`config.mk`:
```
export PLATFORM = sky130hd
export DESIGN_NAME = dplc_lock
export DESIGN_NICKNAME = d
export VERILOG_FILES = /design/src/logic/dplc_pkg.sv /design/src/logic/dplc_sync.sv /design/src/logic/dplc_lock.sv
export SDC_FILE = /design/constraint.sdc
export NUM_CORES = 1
export LEC_CHECK = 0
export BUFFER_PORTS_ARGS = -buffer_cell sky130_fd_sc_hd__buf_2
export CAP_MARGIN = 10
export CORE_MARGIN = 3
export CORE_UTILIZATION = 40
export CTS_CLUSTER_SIZE = 8
export DETAILED_ROUTE_END_ITERATION = 8
export PLACE_DENSITY = 0.61
export SYNTH_ARGS = -nofsm -noshare
export SYNTH_HDL_FRONTEND = slang
export SYNTH_SLANG_ARGS = --single-unit
```
`constraint.sdc`:
```
create_clock -name mclk_i -period 0.9 [get_ports mclk_i]
set_input_delay 0.045 -clock mclk_i [delete_from_list [all_inputs] [get_ports mclk_i]]
set_output_delay 0.045 -clock mclk_i [all_outputs]
set_load 0.1 [all_outputs]
```
`src/logic/dplc_pkg.sv`:
```
package dplc_pkg;

  // ************************************************************
  // Security command opcodes, consecutive from set password.
  // ************************************************************
  localparam logic [7:0] CMD_SET_PASSWORD = 8'hf1;
  localparam logic [7:0] CMD_UNLOCK = 8'hf2;
  localparam logic [7:0] CMD_ERASE_PREPARE = 8'hf3;
  localparam logic [7:0] CMD_ERASE_UNIT = 8'hf4;
  localparam logic [7:0] CMD_FREEZE_LOCK = 8'hf5;
  localparam logic [7:0] CMD_DISABLE_PASSWORD = 8'hf6;

  // ************************************************************
  // Identify words, field positions and limits.
  // ************************************************************
  localparam logic [7:0] ID_WORD_MASTER_REV = 8'h5c;
  localparam logic [7:0] ID_WORD_SECURITY = 8'h80;
  localparam int EXPIRED_BIT = 4;
  localparam logic [15:0] MASTER_REV_DEFAULT = 16'hfffe;
  localparam logic [15:0] MASTER_REV_MIN = 16'h0001;
  localparam logic [15:0] MASTER_REV_MAX = 16'hfffe;
  localparam logic [2:0] MISMATCH_LIMIT = 3'h5;
  localparam int PW_W = 32;

  // ************************************************************
  // Security modes.
  // ************************************************************
  typedef enum logic [1:0] {
    DPLC_UNLOCKED = 2'b00,
    DPLC_LOCKED = 2'b01,
    DPLC_FROZEN = 2'b10
  } dplc_mode_t;

  // Command from the host side of the drive's command interface.
  typedef struct packed {
    logic [7:0] opcode;
    logic media;
    logic max_addr;
    logic user_sel;
    logic level_max;
    logic [PW_W-1:0] password;
    logic [15:0] master_rev;
  } dplc_cmd_t;

  // Completion answer.
  typedef struct packed {
    logic done;
    logic aborted;
    logic erase;
  } dplc_rsp_t;

endpackage

```
`src/logic/dplc_sync.sv`:
```
`timescale 1ns/10ps

// ************************************************************
// Two-stage reset release synchroniser.
// ************************************************************
module dplc_sync (
  input wire logic mclk_i, // Clock.
  input wire logic rstn_i, // Asynchronous reset, active low.
  output logic rstn_o // Synchronised reset, active low.
);

  logic stage1_reg;
  logic stage2_reg;

  // Assert at once, release after two edges to avoid metastable release.
  always_ff @(posedge mclk_i or negedge rstn_i)
  begin
    if (!rstn_i)
    begin
      stage1_reg <= 1'b0;
      stage2_reg <= 1'b0;
    end
    else
    begin
      stage1_reg <= 1'b1;
      stage2_reg <= stage1_reg;
    end
  end

  assign rstn_o = stage2_reg;

endmodule // dplc_sync

```
`src/logic/dplc_lock.sv`:
```
`timescale 1ns/10ps

module dplc_lock (
  input wire logic mclk_i, // 125 MHz clock.
  input wire logic rstn_i, // Power-on or hard reset, active low.
  input wire logic cmd_valid_i, // One-cycle command strobe.
  input wire dplc_pkg::dplc_cmd_t cmd_i, // Command contents.
  input wire logic [7:0] id_word_i, // Identify word index.
  output dplc_pkg::dplc_rsp_t rsp_o, // Completion, one cycle.
  output logic [15:0] id_data_o, // Identify word value.
  output dplc_pkg::dplc_mode_t mode_o, // Current security mode.
  output logic lock_enabled_o, // Lock function enabled.
  output logic level_max_o, // Maximum security level.
  output logic unlock_attempts_expired_o // Attempt limit reached.
);

  logic rstn;
  dplc_pkg::dplc_mode_t mode_reg, mode_next;
  logic lock_en_reg, lock_en_next;
  logic level_max_reg, level_max_next;
  logic [dplc_pkg::PW_W-1:0] user_pw_reg, user_pw_next;
  logic [dplc_pkg::PW_W-1:0] master_pw_reg, master_pw_next;
  logic [15:0] master_rev_reg, master_rev_next;
  logic [2:0] miss_reg, miss_next;
  logic expired_reg, expired_next;
  logic prep_reg, prep_next;
  logic booted_reg, booted_next;
  dplc_pkg::dplc_rsp_t rsp_reg, rsp_next;
  logic [15:0] id_reg, id_next;

  // ************************************************************
  // Reset release.
  // ************************************************************
  dplc_sync u_sync (
    .mclk_i(mclk_i),
    .rstn_i(rstn_i),
    .rstn_o(rstn)
  );

  // ************************************************************
  // Security state machine.
  // ************************************************************
  logic user_ok, master_ok, cred_ok, is_sec;

  // Password stores survive reset so the lock takes effect at the next reset,
  // standing in for the nonvolatile store of a real drive.
  always_comb
  begin
    mode_next = mode_reg;
    lock_en_next = lock_en_reg;
    level_max_next = level_max_reg;
    user_pw_next = user_pw_reg;
    master_pw_next = master_pw_reg;
    master_rev_next = master_rev_reg;
    miss_next = miss_reg;
    expired_next = expired_reg;
    prep_next = prep_reg;
    booted_next = 1'b1;
    rsp_next = '0;
    user_ok = (cmd_i.password == user_pw_reg) && lock_en_reg;
    master_ok = (cmd_i.password == master_pw_reg);
    cred_ok = cmd_i.user_sel ? user_ok : master_ok;
    is_sec = (cmd_i.opcode >= dplc_pkg::CMD_SET_PASSWORD) &&
             (cmd_i.opcode <= dplc_pkg::CMD_DISABLE_PASSWORD);
    // First cycle after reset: locked only when a user password exists.
    if (!booted_reg)
    begin
      mode_next = lock_en_reg ? dplc_pkg::DPLC_LOCKED : dplc_pkg::DPLC_UNLOCKED;
    end
    else if (cmd_valid_i)
    begin
      rsp_next.done = 1'b1;
      if (is_sec && cmd_i.opcode != dplc_pkg::CMD_ERASE_UNIT)
      begin
        prep_next = 1'b0;
      end
      case (cmd_i.opcode)
        dplc_pkg::CMD_SET_PASSWORD:
        begin
          if (mode_reg != dplc_pkg::DPLC_UNLOCKED)
          begin
            rsp_next.aborted = 1'b1;
          end
          else if (cmd_i.user_sel)
          begin
            user_pw_next = cmd_i.password;
            lock_en_next = 1'b1;
            level_max_next = cmd_i.level_max;
          end
          else
          begin
            master_pw_next = cmd_i.password;
            if (cmd_i.master_rev >= dplc_pkg::MASTER_REV_MIN &&
                cmd_i.master_rev <= dplc_pkg::MASTER_REV_MAX)
            begin
              master_rev_next = cmd_i.master_rev;
            end
          end
        end
        dplc_pkg::CMD_UNLOCK:
        begin
          if (mode_reg == dplc_pkg::DPLC_FROZEN || expired_reg)
          begin
            rsp_next.aborted = 1'b1;
          end
          else if (cmd_i.user_sel ? user_ok : (master_ok && !level_max_reg))
          begin
            mode_next = dplc_pkg::DPLC_UNLOCKED;
          end
          else
          begin
            rsp_next.aborted = 1'b1;
            miss_next = miss_reg + 3'h1;
            expired_next = (miss_next == dplc_pkg::MISMATCH_LIMIT);
          end
        end
        dplc_pkg::CMD_ERASE_PREPARE:
        begin
          if (mode_reg == dplc_pkg::DPLC_FROZEN)
          begin
            rsp_next.aborted = 1'b1;
          end
          else
          begin
            prep_next = 1'b1;
          end
        end
        dplc_pkg::CMD_ERASE_UNIT:
        begin
          prep_next = 1'b0;
          if (mode_reg == dplc_pkg::DPLC_FROZEN || expired_reg || !prep_reg)
          begin
            rsp_next.aborted = 1'b1;
          end
          else if (cred_ok)
          begin
            rsp_next.erase = 1'b1;
            mode_next = dplc_pkg::DPLC_UNLOCKED;
            lock_en_next = 1'b0;
            level_max_next = 1'b0;
          end
          else
          begin
            rsp_next.aborted = 1'b1;
            miss_next = miss_reg + 3'h1;
            expired_next = (miss_next == dplc_pkg::MISMATCH_LIMIT);
          end
        end
        dplc_pkg::CMD_FREEZE_LOCK:
        begin
          if (mode_reg == dplc_pkg::DPLC_LOCKED)
          begin
            rsp_next.aborted = 1'b1;
          end
          else
          begin
            mode_next = dplc_pkg::DPLC_FROZEN;
          end
        end
        dplc_pkg::CMD_DISABLE_PASSWORD:
        begin
          if (mode_reg != dplc_pkg::DPLC_UNLOCKED || !cred_ok)
          begin
            rsp_next.aborted = 1'b1;
          end
          else
          begin
            lock_en_next = 1'b0;
            level_max_next = 1'b0;
          end
        end
        default:
        begin
          // Frozen mode leaves ordinary media commands alone.
          if (mode_reg == dplc_pkg::DPLC_LOCKED && (cmd_i.media || cmd_i.max_addr))
          begin
            rsp_next.aborted = 1'b1;
          end
        end
      endcase
    end
  end

  // Identify word readout.
  always_comb
  begin
    id_next = 16'h0000;
    if (id_word_i == dplc_pkg::ID_WORD_MASTER_REV)
    begin
      id_next = master_rev_reg;
    end
    else if (id_word_i == dplc_pkg::ID_WORD_SECURITY)
    begin
      id_next[dplc_pkg::EXPIRED_BIT] = expired_reg;
    end
  end

  // Volatile state: mode, counter, expired flag cleared by every reset.
  always_ff @(posedge mclk_i or negedge rstn)
  begin
    if (!rstn)
    begin
      mode_reg <= dplc_pkg::DPLC_UNLOCKED;
      miss_reg <= 3'h0;
      expired_reg <= 1'b0;
      prep_reg <= 1'b0;
      booted_reg <= 1'b0;
      rsp_reg <= '0;
      id_reg <= 16'h0000;
    end
    else
    begin
      mode_reg <= mode_next;
      miss_reg <= miss_next;
      expired_reg <= expired_next;
      prep_reg <= prep_next;
      booted_reg <= booted_next;
      rsp_reg <= rsp_next;
      id_reg <= id_next;
    end
  end

  // Persistent store: it has no reset, so passwords and the lock survive every
  // reset the way a nonvolatile store would. Without a power-on pin it comes
  // up unknown, so the host must program it before relying on it.
  always_ff @(posedge mclk_i)
  begin
    lock_en_reg <= lock_en_next;
    level_max_reg <= level_max_next;
    user_pw_reg <= user_pw_next;
    master_pw_reg <= master_pw_next;
    master_rev_reg <= master_rev_next;
  end

  assign rsp_o = rsp_reg;
  assign id_data_o = id_reg;
  assign mode_o = mode_reg;
  assign lock_enabled_o = lock_en_reg;
  assign level_max_o = level_max_reg;
  assign unlock_attempts_expired_o = expired_reg;

endmodule // dplc_lock

```
* After elaboration in Yosys (flattened, before gate mapping)
Cells that the tools add are included.
Storage, ports and cells: bits in registers 111, output and inout bits 24, logic and storage cells 127
Cells by class: add/subtract/negate cells 1, magnitude comparators 4, eq/ne operators 29, muxes and demuxes 52, bitwise operators 2, reductions and logical operators 23
Operators by type and width (number):
- 32-bit equality test | 2
- 8-bit equality test (second input constant) | 7
- 1-bit 2-to-1 mux | 30
- 3-bit 2-to-1 mux | 6
- 2-bit != test (second input constant) | 9
- 16-bit by 1-bit greater-or-equal comparator with 1-bit output (second input constant) | 1
- 16-bit less-or-equal comparator (second input constant) | 1
- 3-bit != test (second input constant) | 5
- 2-bit 2-to-1 mux | 7
- 7-bit AND reduction | 2
- 11-bit 2-to-1 mux | 1
- 5-bit AND reduction | 2
- 8-bit by 7-bit equality test with 1-bit output (second input constant) | 1
- 8-bit greater-or-equal comparator (second input constant) | 1
- 8-bit less-or-equal comparator (second input constant) | 1
- 8-bit != test (second input constant) | 1
- 8-bit AND reduction | 1
- 1-bit logical AND | 6
- 1-bit case mux with 3 select lines | 2
- 1-bit case mux with 6 select lines | 1
- 2-bit case mux with 3 select lines | 1
- 3-bit case mux with 2 select lines | 1
- 6-bit AND reduction | 1
- 1-bit logical OR | 4
- other kinds (12) | 17

* Longest topological paths before layout
Gate-level depths: netlist of the first run.
depth in word-level cells 9, gate-level depth with buffers 7, gate-level depth less buffers 7

* Cells and area by module
Synthesis of the first run repeated with hierarchy kept, for this count alone.
Unflattened totals: cell total of the unflattened synthesis 312, area total of the unflattened synthesis 4600.7 sq um
Modules (own cells, without submodules):
- dplc_lock | times used 1, cells an instance 309, area an instance 4546.9 sq um
- dplc_sync | times used 1, cells an instance 3, area an instance 53.8 sq um

* Worst setup path before layout of the first run
Ideal clock, no wire load.
kind register -> register, start point reg mode_reg[1] (netlist: mode_o[1]), end point reg master_rev_reg[0] (enable), arrival 4.120 ns, slack -3.594 ns, cell stages (with the launch flop) 5, clock period less this slack 4.494 ns, cells stage by stage dfrtp_1 > nor2_1 > nand2_1 > nor3_1 > and3_1
Between the ends: cells in the longest elaborated chain, start to end 3
RTL lines:
- start: declaration | RTL line dplc_lock.sv:18 | dplc_pkg::dplc_mode_t mode_reg, mode_next;
- start signal: assignment | RTL line dplc_lock.sv:203 | mode_reg <= dplc_pkg::DPLC_UNLOCKED;
- start signal: assignment | RTL line dplc_lock.sv:213 | mode_reg <= mode_next;
- 2-bit nonzero test | RTL line dplc_lock.sv:80 | if (mode_reg != dplc_pkg::DPLC_UNLOCKED)
- 1-bit NOT (no line)
- 6-bit AND reduction (no line)
- end signal: assignment | RTL line dplc_lock.sv:232 | master_rev_reg <= master_rev_next;
- end: declaration | RTL line dplc_lock.sv:23 | logic [15:0] master_rev_reg, master_rev_next;
No other way between the ends. A chain may end at the register's enable or synchronous reset.

* Worst setup path after layout of the first run
start point reg master_pw_reg[20] (netlist name), end point reg mode_reg[1] (netlist: mode_o[1])
Between the ends: cells in the longest elaborated chain, start to end 5, elaborated cells on any way between the ends 7, classes of those cells eq/ne (3); mux (2); reduce/logical (2)
RTL lines:
- start: declaration | RTL line dplc_lock.sv:22 | logic [dplc_pkg::PW_W-1:0] master_pw_reg, master_pw_next;
- start signal: assignment | RTL line dplc_lock.sv:231 | master_pw_reg <= master_pw_next;
- 32-bit equality test (*) | RTL line dplc_lock.sv:61 | master_ok = (cmd_i.password == master_pw_reg);
- 1-bit logical AND | RTL line dplc_lock.sv:106 | else if (cmd_i.user_sel ? user_ok : (master_ok && !level_max_reg))
- 1-bit 2-to-1 mux | RTL line dplc_lock.sv:106
- 3-bit != test (no line)
- 7-bit AND reduction (no line) (*)
Every way passes the cells marked *; elsewhere a longest branch is shown, timed or not.

==> reports/results.txt, run 1 <==
Status: complete, but fails checks
Failing checks: negative setup slack
H-tree Lvls: 3
Post-synth cell types: 44
Sequential area share after synthesis: 69.0%
XOR/XNOR Fraction of Synth Area: 12.7%
Total GRT Usage: 18.6%
Routability cong.: 0.851
Compound-Gate Fraction of Synth Area: 3.33%
Setup TNS: -78.87 ns
Layout cell share with drive strength beyond 1: 49.4%
Main area contributors after synthesis: edfxtp_1, dfrtp_1, xor2_1
Largest family of logic cells by synthesized area: simple AND/OR/NAND/NOR gates
Hold EP: id_data_o[4]$_DFF_PN0_
Non-filler cells in the finished layout: 685
WHS Path Cells: 3
Ys async rst share: 26.1%
Fin crit share: 241%
Core Area: 11100 sq um
Skew final: 0.00699 ns
Synth Register Bits: 111
Synth Area in Simple Gates: 13.2%
Area delta synth->final: 61.3%
Required @ worst endpoint: 1.17 ns
Clk Latency, worst-skew pair: 0.35 ns
Clock Path Buffers: 2
Rows: 38
Syn Area/Cell: 14.9 sq um
Reg2Reg Launch Point: master_pw_reg[20]$_DFFE_PP_
Diodes inserted: 0
Routed via count: 3410
DR pass1 iterations: 4
Fraction of synthesized area in multiplexers: 0.217%
Share of the synthesized area in the top cell type: 53.3%
Largest net degree at the start of global routing: 28
# DRC: 0
Initial antenna violation count: 0
Place WS: -1.29 ns
Most common cell after layout, fill and taps aside: edfxtp_1
Crit path launch type: flip-flop
Max_cap viols: 0
HPWL Detailed: 7.32 mm
R2r endpoint: mode_o[1]$_DFFE_PN0P_
Setup Viol. Count Final: 118
RSZ-0062 raised after global routing: true
Port buffer count: 94
HP Start: id_word_i[3]
Ys Warns: 0
Commonest cells after routing, fill and taps aside: edfxtp_1, buf_2, buf_4, xor2_1, dlygate4sd3_1
Leakage power: 2.92 nW
Vias in the first global route: 3612
PwrDens: 1430 nW/um^2
Final hold vios: 0
Die W: 113 microns
Routed WL: 11.6 mm
1st-iter DRT viols: 142
VDD IR max: 1250 uV
Area leader, netlist: edfxtp_1
Final Core Density: 67.3%
Top_reg_cell synth: edfxtp_1
Remaining antenna violation count: 0
Layout Nets: 613
Post-Place Cells: 613
Post-synth EDFFs: 82
Max Fanout on Critical Path: 2
CTS Sinks: 111
Final setup margin: -1.27 ns
Remaining Overflow, GRT: 0
Crit. End Element: flip-flop
Ports: 95
Starting Density: 41.7%
Max-slew violation count: 0
Cells after synthesis: 310
Cell Area, Synth: 4620 sq um
Root Driver: clkbuf_16
Min Tclk post-route: 2.17 ns
TritonCTS clock tree: done
First-pass GRT wire length: 18.3 mm
HP Class: in2reg
Worst-path clk slew: 0.07 ns
Die Ht: 113 microns
WP data arrival: 2.43 ns
Total power: 10.7 mW
Die area: 12900 sq um
R2R cell count: 7
Routed WL per cell: 16.9 microns
Synth Area in Adders: 0.542%
FMAX: 461 MHz
Crit Path Category: reg2reg
Reg2Reg Setup Slack: -1.27 ns
Routed vias/inst: 4.98
TritonCTS Buffers: 9
-- layer usage --
metal  track usage (%)  wire length, microns  part of all wire [%]
met1              23.7                  4860                    42
met2              31.1                  5960                    52
met3              5.25                   517                   4.5
met4              5.69                   231                   2.0
met5                 0                     0                     0
-- cell type report --
type / instances / area, sq um
sequential: 111 / 3220
inverter: 7 / 31.3
clock buffer: 9 / 225
fill: 794 / 3620
tap: 140 / 175
clock inverter: 7 / 93.8
multi-input combinational: 190 / 1630
timing repair buffer: 221 / 2070
-- stage by stage --
stage	hold WS, ns	cell area [sq um]
2_1_floorplan	-0.251	4710
3_3_place_gp	-0.168	6260
3_5_place_dp	-0.167	6260
4_1_cts	0.00169	7470
5_1_grt	0.00524	7450
6_report	0.0101	7450
-- worst max-delay path: stages, from the launching register on --
cell	delay, ns
edfxtp_1	0.42
xor2_1	0.19
nor4_2	0.31
nand4_1	0.22
nor4_2	0.33
o32ai_2	0.16
a211oi_4	0.24
mux2i_1	0.23
-- cell usage after synthesis (all sizes together), types with 2 or more instances --
| cell type | instances |
|---|---|
| and2 | 16 |
| nor4b | 2 |
| o21ai | 4 |
| or3 | 2 |
| inv | 7 |
| or4b | 2 |
| xnor2 | 7 |
| nor2 | 5 |
| dfrtp | 29 |
| edfxtp | 82 |
| and3 | 3 |
| clkbuf | 4 |
| ha | 2 |
| nand2 | 11 |
| nor3 | 6 |
| nand3 | 8 |
| nand3b | 2 |
| nor3b | 2 |
| a21oi | 5 |
| nand4 | 10 |
| nor4 | 21 |
| nor2b | 4 |
| xor2 | 60 |
-- logic make-up (layout without fill, tap and decap cells) --
logic type | count (synthesis) | in the layout
compound gates | 19 | 19
xor+xnor | 67 | 67
fa+ha+maj | 2 | 2
buf+inv | 11 | 244
flops | 111 | 111
mux | 1 | 1
other cells | 1 | 2
simple gates | 98 | 99
-- worst max path at each step --
stage                             endpoint  cells after the start                   startpoint
2_1_floorplan  master_rev_reg[0]$_DFFE_PP_                      4        mode_o[1]$_DFFE_PN0P_
3_3_place_gp     level_max_o$_SDFFCE_PN0P_                      8    user_pw_reg[12]$_DFFE_PP_
3_5_place_dp         mode_o[1]$_DFFE_PN0P_                      9    user_pw_reg[28]$_DFFE_PP_
4_1_cts              mode_o[1]$_DFFE_PN0P_                      8     user_pw_reg[3]$_DFFE_PP_
5_1_grt              mode_o[1]$_DFFE_PN0P_                      8     user_pw_reg[3]$_DFFE_PP_
6_report             mode_o[1]$_DFFE_PN0P_                      7  master_pw_reg[20]$_DFFE_PP_
-- repair_timing --
action | in CTS | in global routing
pin swaps | 38 | 5
gates cloned | 8 | 0
setup endpoints to repair | 118 | 118
buffers inserted | 19 | 8
hold buffers | 34 | 1
hold endpoints to repair | 45 | 1
resized for setup | 54 | 23
-- power breakdown --
group,switching [mW],internal (mW)
clock,1.79,2.45
sequential,0.00852,5.51
combinational,0.429,0.469
Note: power is estimated with default switching activity, not from simulation.
==> run 2, diff against run 1 <==
CORE_UTILIZATION = 50   (was 40)
PLACE_DENSITY = 0.74   (was 0.61)
TNS_END_PERCENT = 5   (was unset)
==> reports/results.txt, run 2 (synthesis gave the netlist of run 1 again) <==
Worst-path clk slew: 0.10 ns (+0.03 ns)
Area of the multi-input gates: 1600 sq um (-2.1%)
Worst path slowest cell: edfxtp_1
Final setup margin: -1.31 ns (-0.0424 ns)
Fin crit share: 246% (+4.7 points)
Min Tclk post-route: 2.21 ns (+0.0424 ns)
Crit Path Category: reg2reg
Ports: 95 (unchanged)
Final hold vios: 0 (unchanged)
Max-slew violation count: 0 (unchanged)
Max_cap viols: 0 (unchanged)
Die W: 102 microns (-10%)
Power share of the clock group: 29.9% (-9.8 points)
R2R cell count: 9 (+2)
Core Area: 8850 sq um (-20%)
Logic gate share of total power: 10.0% (+1.6 points)
Crit path launch type: flip-flop
Die Ht: 102 microns (-10%)
Initial antenna violation count: 1 (+1)
Required @ worst endpoint: 1.18 ns (about the same)
Sequential share of power: 60.0% (+8.2 points)
Status: complete, but fails checks
Routed via count: 3350 (-1.8%)
Routed vias/inst: 5.14 (+3.2%)
Rows: 34 (-11%)
Crit. End Element: flip-flop
HPWL Detailed: 7.39 mm (+1.0%)
Most common cell after layout, fill and taps aside: edfxtp_1
Routed WL per cell: 16.8 microns (-0.43%)
# DRC: 0 (unchanged)
TritonCTS Buffers: 9 (unchanged)
CTS Sinks: 111 (unchanged)
Post-Place Cells: 592 (-3.4%)
CP most frequent cell: buf_4
TritonCTS clock tree: done
Skew final: 0.0112 ns (+0.00419 ns)
Remaining Overflow, GRT: 0 (unchanged)
VDD IR max: 1260 uV (+1.2%)
FF/Latch Area: 3200 sq um (-0.85%)
DR pass1 iterations: 4 (unchanged)
Largest net degree at the start of global routing: 27 (-3.6%)
Crit-path max cell delay: 0.43 ns (about the same)
Leakage power: 2.85 nW (-2.4%)
Clock Path Buffers: 2 (unchanged)
Non-filler cells in the finished layout: 652 (-4.8%)
Place WS: -1.33 ns (-0.0409 ns)
H-tree Lvls: 3 (unchanged)
Routed WL: 11.0 mm (-5.2%)
Setup Viol. Count Final: 117 (-0.85%)
Remaining antenna violation count: 0 (unchanged)
HP Class: in2reg
RSZ-0062 raised after global routing: true
Starting Density: 52.2% (+11 points)
Final Core Density: 80.3% (+13 points)
Root Driver: clkbuf_8
Routability cong.: 0.926 (+8.8%)
Post-route cell area: 7110 sq um (-4.7%)
Max Fanout on Critical Path: 2 (unchanged)
Worst Max-Slew Pin Slew: 0.522 ns
First-pass GRT wire length: 16.9 mm (-7.5%)
Internal power: 7.06 mW (-16%)
Fill cell count: 492 (-38%)
Placed cell area: 6270 sq um (+0.12%)
Layout Nets: 611 (-0.33%)
PwrDens: 1290 nW/um^2 (-9.5%)
WP data arrival: 2.49 ns (+0.06 ns)
FMAX: 452 MHz (-1.9%)
Port buffer count: 94 (unchanged)
CP cell instances: xor2_2 -> nor4_2 -> buf_4 -> nand3_1 -> nor3_2 -> buf_4 -> o32ai_4 -> a211oi_4 -> mux2i_1
Layout cell share with drive strength beyond 1: 43.3% (-6.1 points)
Relative slew slack: 65.2%
Die area: 10400 sq um (-19%)
Switching Fraction: 23.2% (+2.3 points)
Failing checks: negative setup slack
Vias in the first global route: 3585 (-0.75%)
Clk Latency, worst-skew pair: 0.37 ns (+0.02 ns)
1st-iter DRT viols: 149 (+4.9%)
Switch Pwr: 2.13 mW (-4.2%)
WHS Path Cells: 2 (-1)
Commonest cells after routing, fill and taps aside: edfxtp_1, buf_4, buf_2, xor2_1, dlygate4sd3_1
Total GRT Usage: 21.5% (+2.9 points)
Area delta synth->final: 53.8%
-- run 2: final cells by class --
type | instances | area share (%)
sequential | 111 | 45.0
clock buffer | 10 | 1.80
tap | 108 | 1.90
multi-input combinational | 189 | 22.5
inverter | 7 | 0.370
clock inverter | 6 | 0.722
timing repair buffer | 220 | 27.7
antenna | 1 | 0.0352
-- run 2: what timing repair did --
item                                   CTS  global route
gates resized for setup                 32            14
pin swaps                               19             9
setup endpoints to repair              118           117
setup buffers                            2             3
endpoints found under the hold margin   54             2
hold buffers                            39             1
-- run 2: through the flow --
stage | setup TNS, ns | power [mW] | hold slack, ns
floorplan | -119.62 | 5.85 | -0.251
global route | -78.17 | 9.51 | 0.00165
CTS | -70.64 | 9.20 | -0.0131
finish | -70.36 | 9.19 | 0.00916
global placement | -76.49 | 6.34 | -0.169
detailed placement | -80.41 | 6.35 | -0.168
-- run 2: path summary, 6_finish.rpt --
| check | startpoint | to | slack, ns |
|---|---|---|---|
| setup / recovery | user_pw_reg[22]$_DFFE_PP_ | mode_o[1]$_DFFE_PN0P_ | -1.31 |
| hold / removal | cmd_i[20] | user_pw_reg[4]$_DFFE_PP_ | 0.009 |
| setup reg to reg | user_pw_reg[22]$_DFFE_PP_ | mode_o[1]$_DFFE_PN0P_ | -1.31 |
| hold reg to reg | u_sync.rstn_o$_DFF_PN0_ | id_data_o[4]$_DFF_PN0_ | 0.05 |
| max in group asynchronous | rstn_i | u_sync.rstn_o$_DFF_PN0_ | 0.28 |
| min in group asynchronous | u_sync.rstn_o$_DFF_PN0_ | id_data_o[4]$_DFF_PN0_ | 0.05 |
-- run 2: power by group through the flow --
stage	sequential [mW]	combinational, mW	clock [mW]
after global placement	5.63	0.705	0
final	5.52	0.922	2.75
after detailed placement	5.63	0.722	0
after floorplan	5.68	0.172	0
after CTS	5.52	0.882	2.80
after global routing	5.52	0.994	3.00
-- run 2: layer usage --
layer	vias up	part of all wire (%)	GRT usage (%)
li1	1603	-	-
met5	-	0	0
met1	1636	38	24.9
met4	0	2.4	6.46
met3	22	6.2	5.60
met2	89	53	39.2
-- run 2: critical path, delay by kind of cell, from the launching register on --
kind	cells	cell delay [ns]
AOI/OAI and AO/OA	2	0.32
buffers and inverters	2	0.36
and+or+nand+nor	3	0.64
muxes	1	0.21
xor gates and xnor gates	1	0.18
DFF	1	0.43
